==> config.mk <==
export PLATFORM = sky130hd
export DESIGN_NAME = mcu_interrupt_controller
export DESIGN_NICKNAME = d
export VERILOG_FILES = /design/src/hdl/mcu_interrupt_controller.v /design/src/hdl/edge_detect.v
export VERILOG_INCLUDE_DIRS = /design/src /design/src/hdl
export SDC_FILE = /design/constraint.sdc
export NUM_CORES = 1
export LEC_CHECK = 0
export BUFFER_PORTS_ARGS = -buffer_cell sky130_fd_sc_hd__buf_4
export CORE_ASPECT_RATIO = 1.25
export CORE_MARGIN = 1
export CORE_UTILIZATION = 45
export CTS_BUF_LIST = sky130_fd_sc_hd__clkbuf_8 sky130_fd_sc_hd__clkbuf_16
export CTS_CLUSTER_SIZE = 20
export DETAILED_ROUTE_END_ITERATION = 8
export GPL_ROUTABILITY_DRIVEN = 0
export PLACE_DENSITY = 0.72
export SKIP_CTS_REPAIR_TIMING = 1
export SLEW_MARGIN = 20
export SYNTH_ARGS = -nofsm -noshare
export SYNTH_HDL_FRONTEND = slang
export SYNTH_SLANG_ARGS = --single-unit
export TNS_END_PERCENT = 5
==> constraint.sdc <==
create_clock -name i_clk -period 2 [get_ports i_clk]
set_input_delay 0.2 -clock i_clk [delete_from_list [all_inputs] [get_ports i_clk]]
set_output_delay 0.2 -clock i_clk [all_outputs]
set_load 0.1 [all_outputs]
==> src/hdl/irq_ctrl_regs.vh <==
// register addresses, field positions and reset values of the interrupt controller
`ifndef IRQ_CTRL_REGS_VH
`define IRQ_CTRL_REGS_VH
`define ADDR_EXT_EDGE_CONFIG     3'h0
`define ADDR_PRIMARY_IRQ_CTRL_0  3'h1
`define ADDR_PRIMARY_IRQ_CTRL_1  3'h2
`define ADDR_PRIMARY_IRQ_CTRL_2  3'h3
`define ADDR_SHARED_GROUP_CTRL_0 3'h4
`define ADDR_SHARED_GROUP_CTRL_1 3'h5
`define ADDR_SHARED_GROUP_CTRL_2 3'h6
`define REG_RESET                8'h00
`define EDGE_CFG_MASK            8'h0f
`define CTRL0_MASK               8'h7f
`define CTRL1_MASK               8'hff
`define CTRL2_MASK               8'hff
`define SHARED0_MASK             8'h33
`define SHARED1_MASK             8'hff
`define SHARED2_MASK             8'h33
`define PIN0_SEL_LSB             0
`define PIN1_SEL_LSB             2
`define EDGE_OFF                 2'b00
`define EDGE_RISE                2'b01
`define EDGE_FALL                2'b10
`define EDGE_BOTH                2'b11
`define GLOBAL_EN_BIT            0
`define VECTOR_BASE              13'h0004
`define VECTOR_STEP              13'h0004
`endif

==> src/hdl/mcu_interrupt_controller.v <==
// interrupt request, enable and vectoring logic of the microcontroller
// How it works
// - edge select off, rising, falling, both
// - pin1 select bits 3:2, pin0 1:0
// - unimplemented bits read zero, ignore writes
// - control 0 holds global, pin0, comparator, group0
// - control 1 holds group1/2, converter, timebase0
// - control 2 holds timebase1, pin1, serial, uart
// - group0 holds standard timer enables and flags
// - group1 holds periodic and compact timer bits
// - group2 holds low supply and nvm bits
// - events set flags regardless of enables
// - vector only when own enable set
// - global enable low blocks all interrupts
// - push return address, load vector address
// - core fetches next instruction from vector
// - return pops saved program counter
// - group flag set when any source sets
// - service clears global enable, flags latch
// - service clears serviced primary flag only
// - no acknowledge while stack is full
`default_nettype none
module mcu_interrupt_controller #(
   parameter PC_W = 13
) (
   input  wire            i_clk,
   input  wire            i_rst_n,
   input  wire [2:0]      i_reg_addr,
   input  wire            i_reg_wr,
   input  wire [7:0]      i_reg_wdata,
   output reg  [7:0]      o_reg_rdata,
   input  wire            i_ext_pin_0,
   input  wire            i_ext_pin_1,
   input  wire            i_comparator_evt,
   input  wire            i_converter_evt,
   input  wire            i_timebase0_evt,
   input  wire            i_timebase1_evt,
   input  wire            i_serial_module_evt,
   input  wire            i_uart_evt,
   input  wire            i_std_timer_period_evt,
   input  wire            i_std_timer_cmpa_evt,
   input  wire            i_periodic_timer_period_evt,
   input  wire            i_periodic_timer_cmpa_evt,
   input  wire            i_compact_timer_period_evt,
   input  wire            i_compact_timer_cmpa_evt,
   input  wire            i_low_supply_evt,
   input  wire            i_nvm_write_evt,
   input  wire            i_insn_boundary,
   input  wire [PC_W-1:0] i_next_pc,
   input  wire            i_stack_full,
   input  wire            i_return_from_interrupt,
   input  wire [PC_W-1:0] i_stack_top,
   output reg             o_irq_take,
   output reg  [3:0]      o_irq_id,
   output reg  [PC_W-1:0] o_push_pc,
   output reg             o_push,
   output reg             o_pop,
   output reg             o_pc_load,
   output reg  [PC_W-1:0] o_pc_value
);
`include "irq_ctrl_regs.vh"
   localparam NSRC = 11;

   reg [7:0] edge_cfg_r;
   reg [7:0] ctrl0_r;
   reg [7:0] ctrl1_r;
   reg [7:0] ctrl2_r;
   reg [7:0] grp0_r;
   reg [7:0] grp1_r;
   reg [7:0] grp2_r;
   reg [7:0] ctrl0_nxt;
   reg [7:0] ctrl1_nxt;
   reg [7:0] ctrl2_nxt;
   reg [7:0] grp0_nxt;
   reg [7:0] grp1_nxt;
   reg [7:0] grp2_nxt;

   wire pin0_evt;
   wire pin1_evt;
   reg  sync_cmp0_r, sync_cmp1_r;

   edge_detect u_pin0 (
      .i_clk   (i_clk),
      .i_rst_n (i_rst_n),
      .i_pin   (i_ext_pin_0),
      .i_sel   (edge_cfg_r[`PIN0_SEL_LSB+1:`PIN0_SEL_LSB]),
      .o_event (pin0_evt)
   );
   edge_detect u_pin1 (
      .i_clk   (i_clk),
      .i_rst_n (i_rst_n),
      .i_pin   (i_ext_pin_1),
      .i_sel   (edge_cfg_r[`PIN1_SEL_LSB+1:`PIN1_SEL_LSB]),
      .o_event (pin1_evt)
   );

   // write selector shared by all registers
   function wr_hit;
      input [2:0] a;
      input       w;
      input [2:0] target;
      begin
         wr_hit = w & (a == target);
      end
   endfunction

   // priority table: index 0 highest; flag and enable of each primary source
   // order pin0, comparator, group0, group1, group2, converter, tb0, tb1, pin1, serial, uart
   wire [NSRC-1:0] src_flag;
   wire [NSRC-1:0] src_en;
   assign src_flag = {ctrl2_r[7], ctrl2_r[6], ctrl2_r[5], ctrl2_r[4], ctrl1_r[7], ctrl1_r[6],
                      ctrl1_r[5], ctrl1_r[4], ctrl0_r[6], ctrl0_r[5], ctrl0_r[4]};
   assign src_en   = {ctrl2_r[3], ctrl2_r[2], ctrl2_r[1], ctrl2_r[0], ctrl1_r[3], ctrl1_r[2],
                      ctrl1_r[1], ctrl1_r[0], ctrl0_r[3], ctrl0_r[2], ctrl0_r[1]};

   wire [NSRC-1:0] pend = src_flag & src_en;
   wire            can_take = ctrl0_r[`GLOBAL_EN_BIT] & ~i_stack_full & i_insn_boundary
                              & ~o_irq_take & (|pend);

   reg [3:0]       grant_idx;
   reg [NSRC-1:0]  grant_1h;
   integer         k;
   always @* begin
      grant_idx = 4'h0;
      grant_1h  = {NSRC{1'b0}};
      for (k = NSRC-1; k >= 0; k = k - 1) begin
         if (pend[k]) begin
            grant_idx = k[3:0];
            grant_1h  = {NSRC{1'b0}};
            grant_1h[k] = 1'b1;
         end
      end
   end
   wire [NSRC-1:0] clr = can_take ? grant_1h : {NSRC{1'b0}};

   // shared-group summary events from source flags rising
   wire grp0_any = |(grp0_nxt[5:4] & ~grp0_r[5:4]);
   wire grp1_any = |(grp1_nxt[7:4] & ~grp1_r[7:4]);
   wire grp2_any = |(grp2_nxt[5:4] & ~grp2_r[5:4]);

   always @(posedge i_clk or negedge i_rst_n) begin
      if (!i_rst_n) begin
         sync_cmp0_r <= 1'b0;
         sync_cmp1_r <= 1'b0;
      end else begin
         sync_cmp0_r <= i_comparator_evt;
         sync_cmp1_r <= sync_cmp0_r;
      end
   end

   // next values: software write, then hardware clear, then hardware set (set wins)
   always @* begin
      grp0_nxt = grp0_r;
      grp1_nxt = grp1_r;
      grp2_nxt = grp2_r;
      if (wr_hit(i_reg_addr, i_reg_wr, `ADDR_SHARED_GROUP_CTRL_0))
         grp0_nxt = i_reg_wdata & `SHARED0_MASK;
      if (wr_hit(i_reg_addr, i_reg_wr, `ADDR_SHARED_GROUP_CTRL_1))
         grp1_nxt = i_reg_wdata & `SHARED1_MASK;
      if (wr_hit(i_reg_addr, i_reg_wr, `ADDR_SHARED_GROUP_CTRL_2))
         grp2_nxt = i_reg_wdata & `SHARED2_MASK;
      // source flags are only cleared by software writes
      grp0_nxt[4] = grp0_nxt[4] | i_std_timer_period_evt;
      grp0_nxt[5] = grp0_nxt[5] | i_std_timer_cmpa_evt;
      grp1_nxt[4] = grp1_nxt[4] | i_periodic_timer_period_evt;
      grp1_nxt[5] = grp1_nxt[5] | i_periodic_timer_cmpa_evt;
      grp1_nxt[6] = grp1_nxt[6] | i_compact_timer_period_evt;
      grp1_nxt[7] = grp1_nxt[7] | i_compact_timer_cmpa_evt;
      grp2_nxt[4] = grp2_nxt[4] | i_low_supply_evt;
      grp2_nxt[5] = grp2_nxt[5] | i_nvm_write_evt;

      ctrl0_nxt = ctrl0_r;
      ctrl1_nxt = ctrl1_r;
      ctrl2_nxt = ctrl2_r;
      if (wr_hit(i_reg_addr, i_reg_wr, `ADDR_PRIMARY_IRQ_CTRL_0))
         ctrl0_nxt = i_reg_wdata & `CTRL0_MASK;
      if (wr_hit(i_reg_addr, i_reg_wr, `ADDR_PRIMARY_IRQ_CTRL_1))
         ctrl1_nxt = i_reg_wdata & `CTRL1_MASK;
      if (wr_hit(i_reg_addr, i_reg_wr, `ADDR_PRIMARY_IRQ_CTRL_2))
         ctrl2_nxt = i_reg_wdata & `CTRL2_MASK;
      if (can_take)
         ctrl0_nxt[`GLOBAL_EN_BIT] = 1'b0;
      ctrl0_nxt[4] = (ctrl0_nxt[4] & ~clr[0]) | pin0_evt;
      ctrl0_nxt[5] = (ctrl0_nxt[5] & ~clr[1]) | (sync_cmp1_r);
      ctrl0_nxt[6] = (ctrl0_nxt[6] & ~clr[2]) | grp0_any;
      ctrl1_nxt[4] = (ctrl1_nxt[4] & ~clr[3]) | grp1_any;
      ctrl1_nxt[5] = (ctrl1_nxt[5] & ~clr[4]) | grp2_any;
      ctrl1_nxt[6] = (ctrl1_nxt[6] & ~clr[5]) | i_converter_evt;
      ctrl1_nxt[7] = (ctrl1_nxt[7] & ~clr[6]) | i_timebase0_evt;
      ctrl2_nxt[4] = (ctrl2_nxt[4] & ~clr[7]) | i_timebase1_evt;
      ctrl2_nxt[5] = (ctrl2_nxt[5] & ~clr[8]) | pin1_evt;
      ctrl2_nxt[6] = (ctrl2_nxt[6] & ~clr[9]) | i_serial_module_evt;
      ctrl2_nxt[7] = (ctrl2_nxt[7] & ~clr[10]) | i_uart_evt;
   end

   always @(posedge i_clk or negedge i_rst_n) begin
      if (!i_rst_n) begin
         edge_cfg_r <= `REG_RESET;
         ctrl0_r    <= `REG_RESET;
         ctrl1_r    <= `REG_RESET;
         ctrl2_r    <= `REG_RESET;
         grp0_r     <= `REG_RESET;
         grp1_r     <= `REG_RESET;
         grp2_r     <= `REG_RESET;
      end else begin
         if (wr_hit(i_reg_addr, i_reg_wr, `ADDR_EXT_EDGE_CONFIG))
            edge_cfg_r <= i_reg_wdata & `EDGE_CFG_MASK;
         ctrl0_r <= ctrl0_nxt;
         ctrl1_r <= ctrl1_nxt;
         ctrl2_r <= ctrl2_nxt;
         grp0_r  <= grp0_nxt;
         grp1_r  <= grp1_nxt;
         grp2_r  <= grp2_nxt;
      end
   end

   // registered read data
   always @(posedge i_clk or negedge i_rst_n) begin
      if (!i_rst_n) begin
         o_reg_rdata <= 8'h00;
      end else begin
         case (i_reg_addr)
            `ADDR_EXT_EDGE_CONFIG:     o_reg_rdata <= edge_cfg_r;
            `ADDR_PRIMARY_IRQ_CTRL_0:  o_reg_rdata <= ctrl0_r;
            `ADDR_PRIMARY_IRQ_CTRL_1:  o_reg_rdata <= ctrl1_r;
            `ADDR_PRIMARY_IRQ_CTRL_2:  o_reg_rdata <= ctrl2_r;
            `ADDR_SHARED_GROUP_CTRL_0: o_reg_rdata <= grp0_r;
            `ADDR_SHARED_GROUP_CTRL_1: o_reg_rdata <= grp1_r;
            `ADDR_SHARED_GROUP_CTRL_2: o_reg_rdata <= grp2_r;
            default:                   o_reg_rdata <= 8'h00;
         endcase
      end
   end

   // core-facing strobes
   always @(posedge i_clk or negedge i_rst_n) begin
      if (!i_rst_n) begin
         o_irq_take <= 1'b0;
         o_irq_id   <= 4'h0;
         o_push_pc  <= {PC_W{1'b0}};
         o_push     <= 1'b0;
         o_pop      <= 1'b0;
         o_pc_load  <= 1'b0;
         o_pc_value <= {PC_W{1'b0}};
      end else begin
         o_irq_take <= can_take;
         o_push     <= can_take;
         o_pop      <= 1'b0;
         o_pc_load  <= 1'b0;
         if (can_take) begin
            o_irq_id   <= grant_idx;
            o_push_pc  <= i_next_pc;
            o_pc_load  <= 1'b1;
            o_pc_value <= `VECTOR_BASE + {{(PC_W-4){1'b0}}, grant_idx} * `VECTOR_STEP;
         end else if (i_return_from_interrupt) begin
            o_pop      <= 1'b1;
            o_pc_load  <= 1'b1;
            o_pc_value <= i_stack_top;
         end
      end
   end
endmodule // mcu_interrupt_controller
`default_nettype wire

==> src/hdl/edge_detect.v <==
// synchronised external pin with selectable edge detection
`default_nettype none
module edge_detect (
   input  wire       i_clk,
   input  wire       i_rst_n,
   input  wire       i_pin,
   input  wire [1:0] i_sel,
   output reg        o_event
);
`include "irq_ctrl_regs.vh"
   reg sync0_r;
   reg sync1_r;
   reg prev_r;
   always @(posedge i_clk or negedge i_rst_n) begin
      if (!i_rst_n) begin
         sync0_r <= 1'b0;
         sync1_r <= 1'b0;
         prev_r  <= 1'b0;
         o_event <= 1'b0;
      end else begin
         sync0_r <= i_pin;
         sync1_r <= sync0_r;
         prev_r  <= sync1_r;
         case (i_sel)
            `EDGE_RISE: o_event <= sync1_r & ~prev_r;
            `EDGE_FALL: o_event <= ~sync1_r & prev_r;
            `EDGE_BOTH: o_event <= sync1_r ^ prev_r;
            default:    o_event <= 1'b0;
         endcase
      end
   end
endmodule // edge_detect
`default_nettype wire

== Yosys cells after proc, flatten, opt, wreduce, memory -nomap -nowiden ==
Index checks and enable logic that the tools add are counted.

* Input bits: 59
* Bits in registers: 94

* Reduce and logical (&&, ||, !) cells: 7
* Multiplexer cells: 38
* Add/subtract/negate cells: 1
* Equal/unequal tests: 12
* Bitwise logic cells: 71

{| class="wikitable"
|+ Operators by type and width
! cell !! count
|-
| $mux 11 || 12
|-
| $pmux 8 s7 || 1
|-
| $mux 4 || 11
|-
| $and 1x1->1 || 26
|-
| $mux 13 || 2
|-
| $mux 8 || 3
|-
| $or 1x1->1 || 19
|-
| $not 1->1 || 17
|-
| $mux 6 || 2
|-
| $and 11x11->11 || 1
|-
| $reduce_or 11->1 || 1
|-
| $eq 3x3->1 const B || 3
|-
| $eq 2x2->1 const B || 4
|-
| $add 3x6->7 const A || 1
|-
| $mux 7 || 1
|-
| $eq 3x2->1 const B || 2
|-
| $pmux 1 s3 || 2
|-
| $and 2x2->2 || 2
|-
| $and 4x4->4 || 1
|-
| $eq 2x1->1 const B || 2
|-
| $mux 1 || 4
|-
| $not 2->2 || 2
|-
| $not 4->4 || 1
|-
| $reduce_bool 2->1 || 2
|-
| 5 further kinds || 7
|}

== Logic depth before layout (Yosys ltp) ==
Gate-level depths: netlist (run 1).

* Depth in word-level cells: 16
* Mapped depth: 8
* Gate-level depth less buffers: 8

== Hierarchy ==
Synthesis (run 1) repeated with hierarchy kept, for this count alone.

* Cell total of the unflattened synthesis: 399
* Area total of the unflattened synthesis: 4305.4 um2

{| class="wikitable"
|+ Modules (own cells, without submodules)
! module !! cells an instance !! instances !! area an instance (um2)
|-
| mcu_interrupt_controller || 373 || 1 || 3987.6
|-
| edge_detect || 13 || 2 || 158.9
|}

== Least setup slack after synthesis (run 1) ==
Ideal clock, no wire load.

* Path kind: reg2reg
* Start point: register ctrl1_r[6]
* End point: register o_push_pc[10]
* Stages on the path, launching flop included: 6
* Buffers on the path: 1
* Library setup time: 126 ps
* Data required time: 1874 ps
* Arrival time: 1994 ps
* Setup slack: -120 ps
* Path through: dfrtp_1 a222oi_1 nand3b_1 o31ai_4 buf_6 mux2_2

* Longest elaborated chain between the ends: 3

{| class="wikitable"
|+ Ends and longest elaborated chain
! item !! RTL line !! RTL
|-
| from (decl) || mcu_interrupt_controller.v:66 || <nowiki>reg [7:0] ctrl1_r;</nowiki>
|-
| from (signal assigned) || mcu_interrupt_controller.v:200 || <nowiki>ctrl1_r <= `REG_RESET;</nowiki>
|-
| from (signal assigned) || mcu_interrupt_controller.v:209 || <nowiki>ctrl1_r <= ctrl1_nxt;</nowiki>
|-
| $and 11x11->11 || mcu_interrupt_controller.v:116 || <nowiki>wire [NSRC-1:0] pend = src_flag & src_en;</nowiki>
|-
| $reduce_or 11->1 || mcu_interrupt_controller.v:118 || <nowiki>& ~o_irq_take & (|pend);</nowiki>
|-
| $and 1x1->1 || mcu_interrupt_controller.v:117 || <nowiki>wire can_take = ctrl0_r[`GLOBAL_EN_BIT] & ~i_stack_full & i_insn_boundary</nowiki>
|-
| to (signal assigned) || mcu_interrupt_controller.v:240 || <nowiki>o_push_pc <= {PC_W{1'b0}};</nowiki>
|-
| to (signal assigned) || mcu_interrupt_controller.v:252 || <nowiki>o_push_pc <= i_next_pc;</nowiki>
|-
| to (decl) || mcu_interrupt_controller.v:55 || <nowiki>output reg [PC_W-1:0] o_push_pc,</nowiki>
|}

No other way between the ends.
A chain may end at the register's enable or synchronous reset.

== Worst setup path after layout (run 1) ==
* Start point: register ctrl1_r[1]
* End point: register o_push_pc[6]

The elaborated chain is that of the path after synthesis.

==> summary.txt, run 1 <==
STA
  – Hold slack final: roughly 54 ps
  – Final Hold Fails: 0
  – Slew headroom: between 50% and 60%
  – Worst Clk Skew: ~7.3 ps
  – RSZ-0062 raised after global routing: true
  – Max-slew violation count: 0
  – Max Clock Freq: between 500 and 600 MHz
  – Final worst-path cycle share: 96.7%
  – Minimum clock period: between 1500 and 2000 ps
  – Worst setup margin: 65.2 ps
  – Setup Viol. Count Final: 0
  – Worst slew pin tran: between 600 and 700 ps

Cells and area
  – Multi-input logic area: 1770 um2
  – FILL cells: 759
  – Commonest non-fill, non-tap cells in the layout: buf_4 (114), dfrtp_1 (94), nand2_1 (57)
  – Share of layout cells above drive strength 1: ~36%
  – Leading cell type in the layout, fill and taps excluded: buf_4
  – Area grow syn2layout: 30.8%
  – Register area: between 2000 and 2500 um2
  – Final core utilization: between 60% and 70%
  – Antenna Diode Count: 0
  – Final nets: approximately 550

Power
  – P_leak: around 2.7 nW
  – Power Total: 0.00740 W
  – Max IR drop VDD: 698 uV
  – Pwr Density: 1340 nW/um2

Critical path
  – Crit start category: flop
  – Worst path required time: roughly 2200 ps
  – Crit-path max FO: 27
  – Crit-path cells: a222oi_1, nand3b_1, o31ai_4, buf_12, mux2_2
  – Max incr delay on CP: roughly 410 ps
  – CP Capture Type: flop
  – CP Class: reg -> reg
  – CP max-delay cell: dfrtp_1
  – Crit path DAT: ~2200 ps

Yosys
  – Syn Nets: 433
  – Yosys reg bits: 94
  – Seq/Total Area, Yosys: about 56%
  – Post-Synthesis Cells: ~370
  – Yosys warnings: 0
  – Fraction of synthesis flops using an asynchronous set or reset pin: 100%
  – EDFF count, synth: 0
  – Cell Area, Synth: about 4200 um2
  – Synth Flop Type: dfrtp_1
  – Synth cell types: 48
  – Syn_area_per_cell: roughly 11 um2

Floorplan
  – I/O Pins: 101
  – Initial core utilization: 46.4%
  – Die area: 9800 um2
  – CORE AREA: around 9100 um2
  – Die Span X: around 89 um
  – Die H: ~110 um
  – # rows: 39

Clock tree
  – Clock sink count: 94
  – Clk buf depth: 2
  – Clk root buf: clkbuf_16
  – Clk slew on worst S/H paths: 70 ps
  – Num CTS Buffers: 9
  – Worst skew pair latency: around 340 ps
  – Htree depth: 3
  – CTS tree: built

Routing
  – 1st-pass router iterations: 5
  – DRC viols: 0
  – Iteration-0 DRC Markers: 194
  – WL final: between 10 and 15 mm
  – Vias per cell: between 5 and 6
  – DRT antenna net count: 0
  – Via Count: ~3300
  – Routed len/inst: around 16 um

GRT
  – GRT overflow: 0
  – Global-route wire length before repair: between 15 and 20 mm
  – All-layer global routing usage: 21.8%
  – Largest net degree at the start of global routing: 56
  – Initial antenna violation count: 0
  – Vias in the first global route: 3173

Flow run
  – Maxcap violations: 0

Placed design
  – DPL Wire Length: ~7.3 mm
  – Place WS: ~66 ps
  – Port buffer count: 100

Min path
  – Worst hold path class: in -> reg

Status
  – Status: completed
[critical path, delay by kind of cell, from the launching register on]
| kind | cells | cell delay [ps] |
|---|---|---|
| AOI/OAI and AO/OA | 2 | 640 |
| buffers and inverters | 1 | 210 |
| muxes | 1 | 340 |
| and+or+nand+nor | 1 | 200 |
| DFF | 1 | 410 |
[cell usage after synthesis, types with 2 or more instances]
library cell,instances,area [um2]
dfrtp_1,94,2350
nand2_1,57,214
mux2_2,37,417
nor2_1,28,105
mux2i_1,27,270
a21oi_1,22,110
inv_1,11,41.3
o21ai_0,9,45.0
o21bai_1,7,52.6
clkbuf_1,6,22.5
nand3_1,6,30.0
ha_1,5,62.6
nand2b_1,5,31.3
a22oi_1,3,22.5
buf_2,3,15.0
mux4_2,3,67.6
nor3_1,3,15.0
o221ai_1,3,26.3
or2_2,3,18.8
a221oi_1,2,17.5
a22o_1,2,17.5
a31oi_1,2,12.5
a32o_1,2,20.0
and2_1,2,12.5
buf_4,2,15.0
nor2b_1,2,12.5
o22ai_1,2,12.5
[state kept, by name, summed over array words and instances (netlist names), 4 cells and up]
name         cells
o_pc_value      13
o_push_pc       13
ctrl1_r          8
ctrl2_r          8
grp1_r           8
o_reg_rdata      8
ctrl0_r          7
edge_cfg_r       4
grp0_r           4
grp2_r           4
o_irq_id         4
[final timing paths]
kind / to / cells after the start / from / slack, ps
max: o_push_pc[6]$_DFFE_PN0P_ / 5 / ctrl1_r[1]$_DFFE_PN0P_ / 70
min: grp1_r[6]$_DFF_PN0_ / 3 / i_compact_timer_period_evt / 50
max reg2reg: o_push_pc[6]$_DFFE_PN0P_ / 5 / ctrl1_r[1]$_DFFE_PN0P_ / 70
min reg2reg: u_pin0.sync1_r$_DFF_PN0_ / 0 / u_pin0.sync0_r$_DFF_PN0_ / 350
max in group asynchronous: o_pc_value[8]$_DFFE_PN0P_ / 3 / i_rst_n / 1130
min in group asynchronous: ctrl1_r[5]$_DFF_PN0_ / 2 / i_rst_n / 290
[kinds of logic (layout without fill, tap and decap cells)]
group                    Yosys count  after routing  synth area share, %
XOR/XNOR                           1              1                0.207
buffers and inverters             24            147                 2.57
AND/OR/NAND/NOR                  114            114                 12.1
AO/OA/AOI/OAI                     64             64                 10.3
adder cells (fa/ha/maj)            5              5                 1.48
multiplexers                      67             67                 17.8
flip-flops                        94             94                 55.6
[per-stage QoR]
stage               std cells  TNS [ps]  cell area [um2]
floorplan                 369      -567             4230
global placement          595         0             5220
detailed placement        595         0             5220
CTS                       611         0             5500
global route              615     -71.8             5540
finish                    615         0             5540
[final cells by class]
type | count | area share (%)
sequential | 94 | 42.5
clock buffer | 9 | 4.07
timing repair buffer | 120 | 16.9
multi-input combinational | 251 | 32.0
clock inverter | 7 | 1.04
inverter | 11 | 0.745
tap | 123 | 2.78
[routing by layer]
layer,wire [um],GRT usage (%),vias to the layer above
met5,0,0,-
met4,202,9.68,0
met3,526,3.36,14
met2,5210,36.1,123
met1,4200,27.9,1624
li1,-,-,1538
[power breakdown]
group          internal [W]  leakage, nW  switching (W)
Clock              0.000950        0.151       0.000684
Sequential          0.00229         1.09       0.000250
Combinational      0.000855         1.43        0.00237
Note: power is estimated with default switching activity, not from simulation.
==> run 2: changes to the inputs <==
ABC_AREA = 1   (was not set)
CORE_ASPECT_RATIO = 0.9   (was 1.25)
PLACE_DENSITY = 0.71   (was 0.72)
==> summary.txt, run 2 <==
Yosys
  – Most frequent cell after synthesis: nand2_1
  – Synth cell types: 29
  – Syn_area_per_cell: roughly 8.4 um2
  – Cell Area, Synth: between 4000 and 5000 um2
  – EDFF count, synth: 0
  – Seq/Total Area, Yosys: between 50 and 60%
  – Leading area contributor after synthesis: dfrtp_1
  – Top cells by area, synth: dfrtp_1 (54%), nand2_1 (18%), o21ai_0 (5.0%)
  – Yosys reg bits: 94
  – Syn Nets: about 580
  – Post-Synthesis Cells: about 500
  – Fraction of synthesis flops using an asynchronous set or reset pin: between 90% and 100%
  – Synth Flop Type: dfrtp_1
  – Yosys warnings: 0
  – Synth cell count leaders: nand2_1 (207), dfrtp_1 (94), inv_1 (54)
  – Share of the synthesized area in the top cell type: a little over half

Critical path
  – Crit start category: flop
  – Worst path required time: 2260 ps
  – Crit path DAT: about 2000 ps
  – Crit-path max FO: 16
  – CP Class: reg -> reg
  – Top cell family by delay on the critical path: simple AND/OR/NAND/NOR gates
  – Crit-path cells: nor2_1, nand2_1, nor2_1, nand2_4, inv_2, nand2_1, a21o_1
  – Max incr delay on CP: 400 ps
  – Worst path buffer plus inverter count: 1
  – CP Capture Type: flop
  – CP max-delay cell: dfrtp_1

STA
  – Worst Clk Skew: slightly below 10 ps
  – Worst slew pin tran: 455 ps
  – RSZ-0062 raised after global routing: false
  – Final worst-path cycle share: about nine tenths
  – Worst setup margin: roughly 210 ps
  – Max Clock Freq: roughly 560 MHz
  – Setup TNS: 0 ps
  – Final Hold Fails: 0
  – Setup Viol. Count Final: 0
  – Max-slew violation count: 0
  – Slew headroom: just under 70%
  – Minimum clock period: 1790 ps

GRT
  – All-layer global routing usage: between 20% and 30%
  – Initial antenna violation count: 0
  – Global-route wire length before repair: approximately 17 mm
  – Vias in the first global route: between 3000 and 4000
  – GRT overflow: 0
  – Largest net degree at the start of global routing: 46

Routing
  – Iteration-0 DRC Markers: about 210
  – DRC viols: 0
  – Vias per cell: 4.98
  – 1st-pass router iterations: 5
  – DRT antenna net count: 0
  – Routed len/inst: 13.9 um
  – Via Count: ~3700
  – WL final: 10.4 mm

Clock tree
  – Clock sink count: between 90 and 100
  – Clk root buf: clkbuf_8
  – Clk buf depth: 2
  – Clk slew on worst S/H paths: 90 ps
  – CTS tree: built
  – Num CTS Buffers: 9
  – Htree depth: 3
  – Worst skew pair latency: around 360 ps

Placed design
  – Port buffer count: 100
  – DPL Wire Length: just under 8 mm
  – Placed Instances: 730
  – Place WS: roughly 190 ps

Floorplan
  – I/O Pins: roughly 100
  – Die area: 10000 um2
  – # rows: 33
  – Die H: between 90 and 100 um
  – Initial core utilization: between 40 and 50%
  – CORE AREA: around 9200 um2
  – Die Span X: approximately 110 um

Cells and area
  – Antenna Diode Count: 0
  – FILL cells: 846
  – Multi-input logic area: 1680 um2
  – Top Registers: o_pc_value (13), o_push_pc (13)
  – Register area: between 2000 and 2500 um2
  – Final std cells w/o fill: about 750
  – Share of layout cells above drive strength 1: a little under a quarter
  – Commonest non-fill, non-tap cells in the layout: nand2_1 (207), buf_4 (102), dfrtp_1 (94)
  – Area grow syn2layout: 25.4%
  – Leading cell type in the layout, fill and taps excluded: nand2_1
  – Final nets: slightly below 700

Min path
  – Worst hold path class: in -> reg

Status
  – Status: completed

Power
  – Pwr Density: 1220 nW/um2
  – P_leak: ~3.0 nW
  – Max IR drop VDD: between 1000 and 1500 uV
  – Power Total: around 0.0067 W

Flow run
  – Maxcap violations: 0
-- run 2: per-stage QoR --
| step | hold WS [ps] | util (%) | area [um2] |
|---|---|---|---|
| after floorplan | -95.6 | - | 4340 |
| after global placement | 150 | 56.3 | 5200 |
| after detailed placement | 160 | 56.3 | 5200 |
| after CTS | -243 | 58.1 | 5380 |
| after global routing | 3.73 | 58.8 | 5440 |
| final | 8.55 | 58.8 | 5440 |
-- run 2: worst paths after layout --
path | from | to | slack, ps | depth (start not counted)
setup reg to reg | o_push$_DFF_PN0_ | ctrl1_r[7]$_DFF_PN0_ | 210 | 7
hold / removal | i_uart_evt | ctrl2_r[7]$_DFF_PN0_ | 9 | 3
max in group asynchronous | i_rst_n | grp0_r[5]$_DFF_PN0_ | 1050 | 3
min in group asynchronous | i_rst_n | u_pin0.sync0_r$_DFF_PN0_ | 300 | 2
hold reg to reg | u_pin0.sync0_r$_DFF_PN0_ | u_pin0.sync1_r$_DFF_PN0_ | 360 | 0
setup / recovery | o_push$_DFF_PN0_ | ctrl1_r[7]$_DFF_PN0_ | 210 | 7
-- run 2: layout make-up --
| class | instances | area share (%) |
|---|---|---|
| sequential | 94 | 43.2 |
| inverter | 59 | 4.07 |
| multi-input combinational | 352 | 30.9 |
| clock inverter | 7 | 0.920 |
| tap | 122 | 2.81 |
| clock buffer | 9 | 2.28 |
| timing repair buffer | 109 | 15.7 |
-- run 2: per-layer routing --
metal / part of all wire (%) / up-vias / global-route usage, %
met5: 0 / - / 0
met4: 2.0 / 0 / 7.75
met3: 6.0 / 22 / 4.24
met2: 46 / 119 / 34.3
met1: 46 / 1764 / 31.0
li1: - / 1838 / -
-- run 2: tightest hold or removal path, stage by stage --
cell and delay (ps):
buf_4 70, inv_1 30, nand2_1 50
-- run 2: where the power goes --
part	internal, W	switching [W]
clock	0.000456	0.000667
combinational	0.000675	0.00235
sequential	0.00227	0.000244
total	0.00340	0.00326
-- run 2: cell families after synthesis --
kind of cell | share of synthesized area, %
AO/OA/AOI/OAI | 10.4
XOR/XNOR | 0.202
adder cells (fa/ha/maj) | 1.44
buffers and inverters | 7.24
flip-flops | 54.2
AND/OR/NAND/NOR | 26.5
==> run 3: changes to the inputs <==
PLACE_DENSITY = not set   (was 0.71)
PLACE_DENSITY_LB_ADDON = 0.1   (was not set)
clock period = 1.9 ns   (was 2 ns; I/O delays follow)
==> summary.txt, run 3 (synthesis results as in run 2) <==
Floorplan
  – I/O Pins: between 100 and 150
  – # rows: 33
  – Die Span X: ~110 um
  – Die area: ~10000 um2
  – Initial core utilization: a little under half
  – Die H: 95.1 um
  – CORE AREA: 9250 um2

Critical path
  – CP Capture Type: flop
  – CP max-delay cell: dfrtp_1
  – Worst path buffer plus inverter count: 1
  – Crit start category: flop
  – Max incr delay on CP: a little over 400 ps
  – Crit-path cells: nand2_1, nand2_2, nor2_4, nand3_2, nand2_2, inv_2, nor2_4, nand2_1, nand3_1
  – Worst path required time: between 2000 and 2500 ps
  – Crit path DAT: 2010 ps
  – CP Class: reg -> reg
  – Top cell family by delay on the critical path: simple AND/OR/NAND/NOR gates
  – Crit-path max FO: 13

Flow run
  – Maxcap violations: 0

STA
  – Setup Viol. Count Final: 0
  – Max-slew violation count: 0
  – Final worst-path cycle share: roughly nine tenths
  – Max Clock Freq: 588 MHz
  – Setup TNS: 0 ps
  – Slew headroom: between 60% and 70%
  – Worst slew pin tran: between 500 and 600 ps
  – RSZ-0062 raised after global routing: false
  – Final Hold Fails: 0
  – Minimum clock period: about 1700 ps
  – Worst Clk Skew: just under 9 ps

Cells and area
  – Final std cells w/o fill: 759
  – Final nets: roughly 700
  – Antenna Diode Count: 0
  – Top Registers: o_pc_value (13), o_push_pc (13)
  – Share of layout cells above drive strength 1: a little under a quarter
  – Area grow syn2layout: 28.5%
  – Commonest non-fill, non-tap cells in the layout: nand2_1 (207), buf_4 (104), dfrtp_1 (94)
  – Leading cell type in the layout, fill and taps excluded: nand2_1

Clock tree
  – Clk root buf: clkbuf_8
  – Num CTS Buffers: 9
  – CTS tree: built
  – Clk slew on worst S/H paths: about 90 ps
  – Clk buf depth: 2
  – Worst skew pair latency: 380 ps
  – Clock sink count: 94
  – Htree depth: 3

Min path
  – Worst hold path class: in -> reg

Power
  – Pwr Density: 1330 nW/um2
  – Max IR drop VDD: about 1700 uV
  – P_leak: ~3 nW

Placed design
  – DPL Wire Length: just under 8 mm
  – Placed Instances: between 700 and 800
  – Port buffer count: 100

GRT
  – Initial antenna violation count: 0
  – Global-route wire length before repair: about 17 mm
  – All-layer global routing usage: 22.0%
  – Vias in the first global route: about 3400
  – GRT overflow: 0
  – Largest net degree at the start of global routing: 45

Routing
  – Routed len/inst: approximately 14 um
  – Via Count: 3703
  – DRT antenna net count: 0
  – DRC viols: 0
  – WL final: approximately 11 mm
  – Iteration-0 DRC Markers: 192
  – 1st-pass router iterations: 4
  – Vias per cell: a little under 5

Status
  – Status: completed
-- run 3: changes by cell type in the layout (fill, tap and decap cells not counted), sizes merged --
cell / delta
buf: +2
bufinv: +3
clkbuf: +1
clkinv: -1
clkinvlp: -1
dlygate4sd3: +7
inv: -3
nor2: -1
-- run 3: final timing paths --
kind	from	to	slack (ps)	cells past startpoint
setup / recovery	ctrl1_r[0]$_DFFE_PN0P_	o_pc_value[3]$_DFFE_PN0P_	200	9
max in group asynchronous	i_rst_n	sync_cmp0_r$_DFF_PN0_	980	3
hold reg to reg	sync_cmp0_r$_DFF_PN0_	sync_cmp1_r$_DFF_PN0_	350	0
setup reg to reg	ctrl1_r[0]$_DFFE_PN0P_	o_pc_value[3]$_DFFE_PN0P_	200	9
min in group asynchronous	i_rst_n	o_reg_rdata[0]$_DFF_PN0_	360	2
hold / removal	i_next_pc[11]	o_push_pc[11]$_DFFE_PN0P_	3	3
-- run 3: area by class of cell --
type / instances / area [um2]
clock buffer: 10 / 138
clock inverter: 5 / 98.8
fill: 839 / 3670
inverter: 59 / 221
multi-input combinational: 351 / 1670
sequential: 94 / 2350
tap: 122 / 153
timing repair buffer: 118 / 941
-- run 3: stage by stage --
step | cell area [um2] | worst slack [ps] | hold WS [ps] | total power [W] | util (%)
floorplan | 4340 | 76.6 | -106 | 0.00506 | -
global placement | 5220 | 309 | 235 | 0.00582 | 56.4
detailed placement | 5220 | 263 | 238 | 0.00584 | 56.4
CTS | 5460 | 228 | -169 | 0.00744 | 59.0
global route | 5580 | 54.7 | -1.93 | 0.00776 | 60.3
finish | 5580 | 201 | 2.68 | 0.00740 | 60.3
-- run 3: tightest hold or removal path, stage by stage --
cell     delay, ps
buf_4           70
nand2_1         40
nand2_1         40
-- run 3: power by group --
part | switching, W | internal (W)
clock network | 0.000682 | 0.000896
registers | 0.000255 | 0.00239
logic | 0.00246 | 0.000719
total | 0.00340 | 0.00400
-- run 3: metal layers --
metal	global-route usage (%)	vias up	share of wire (%)	wire [um]
li1	-	1858	-	-
met1	30.4	1725	47	4960
met2	34.2	108	45	4700
met3	5.19	12	6.7	706
met4	7.87	0	1.4	149
met5	0	-	0	0
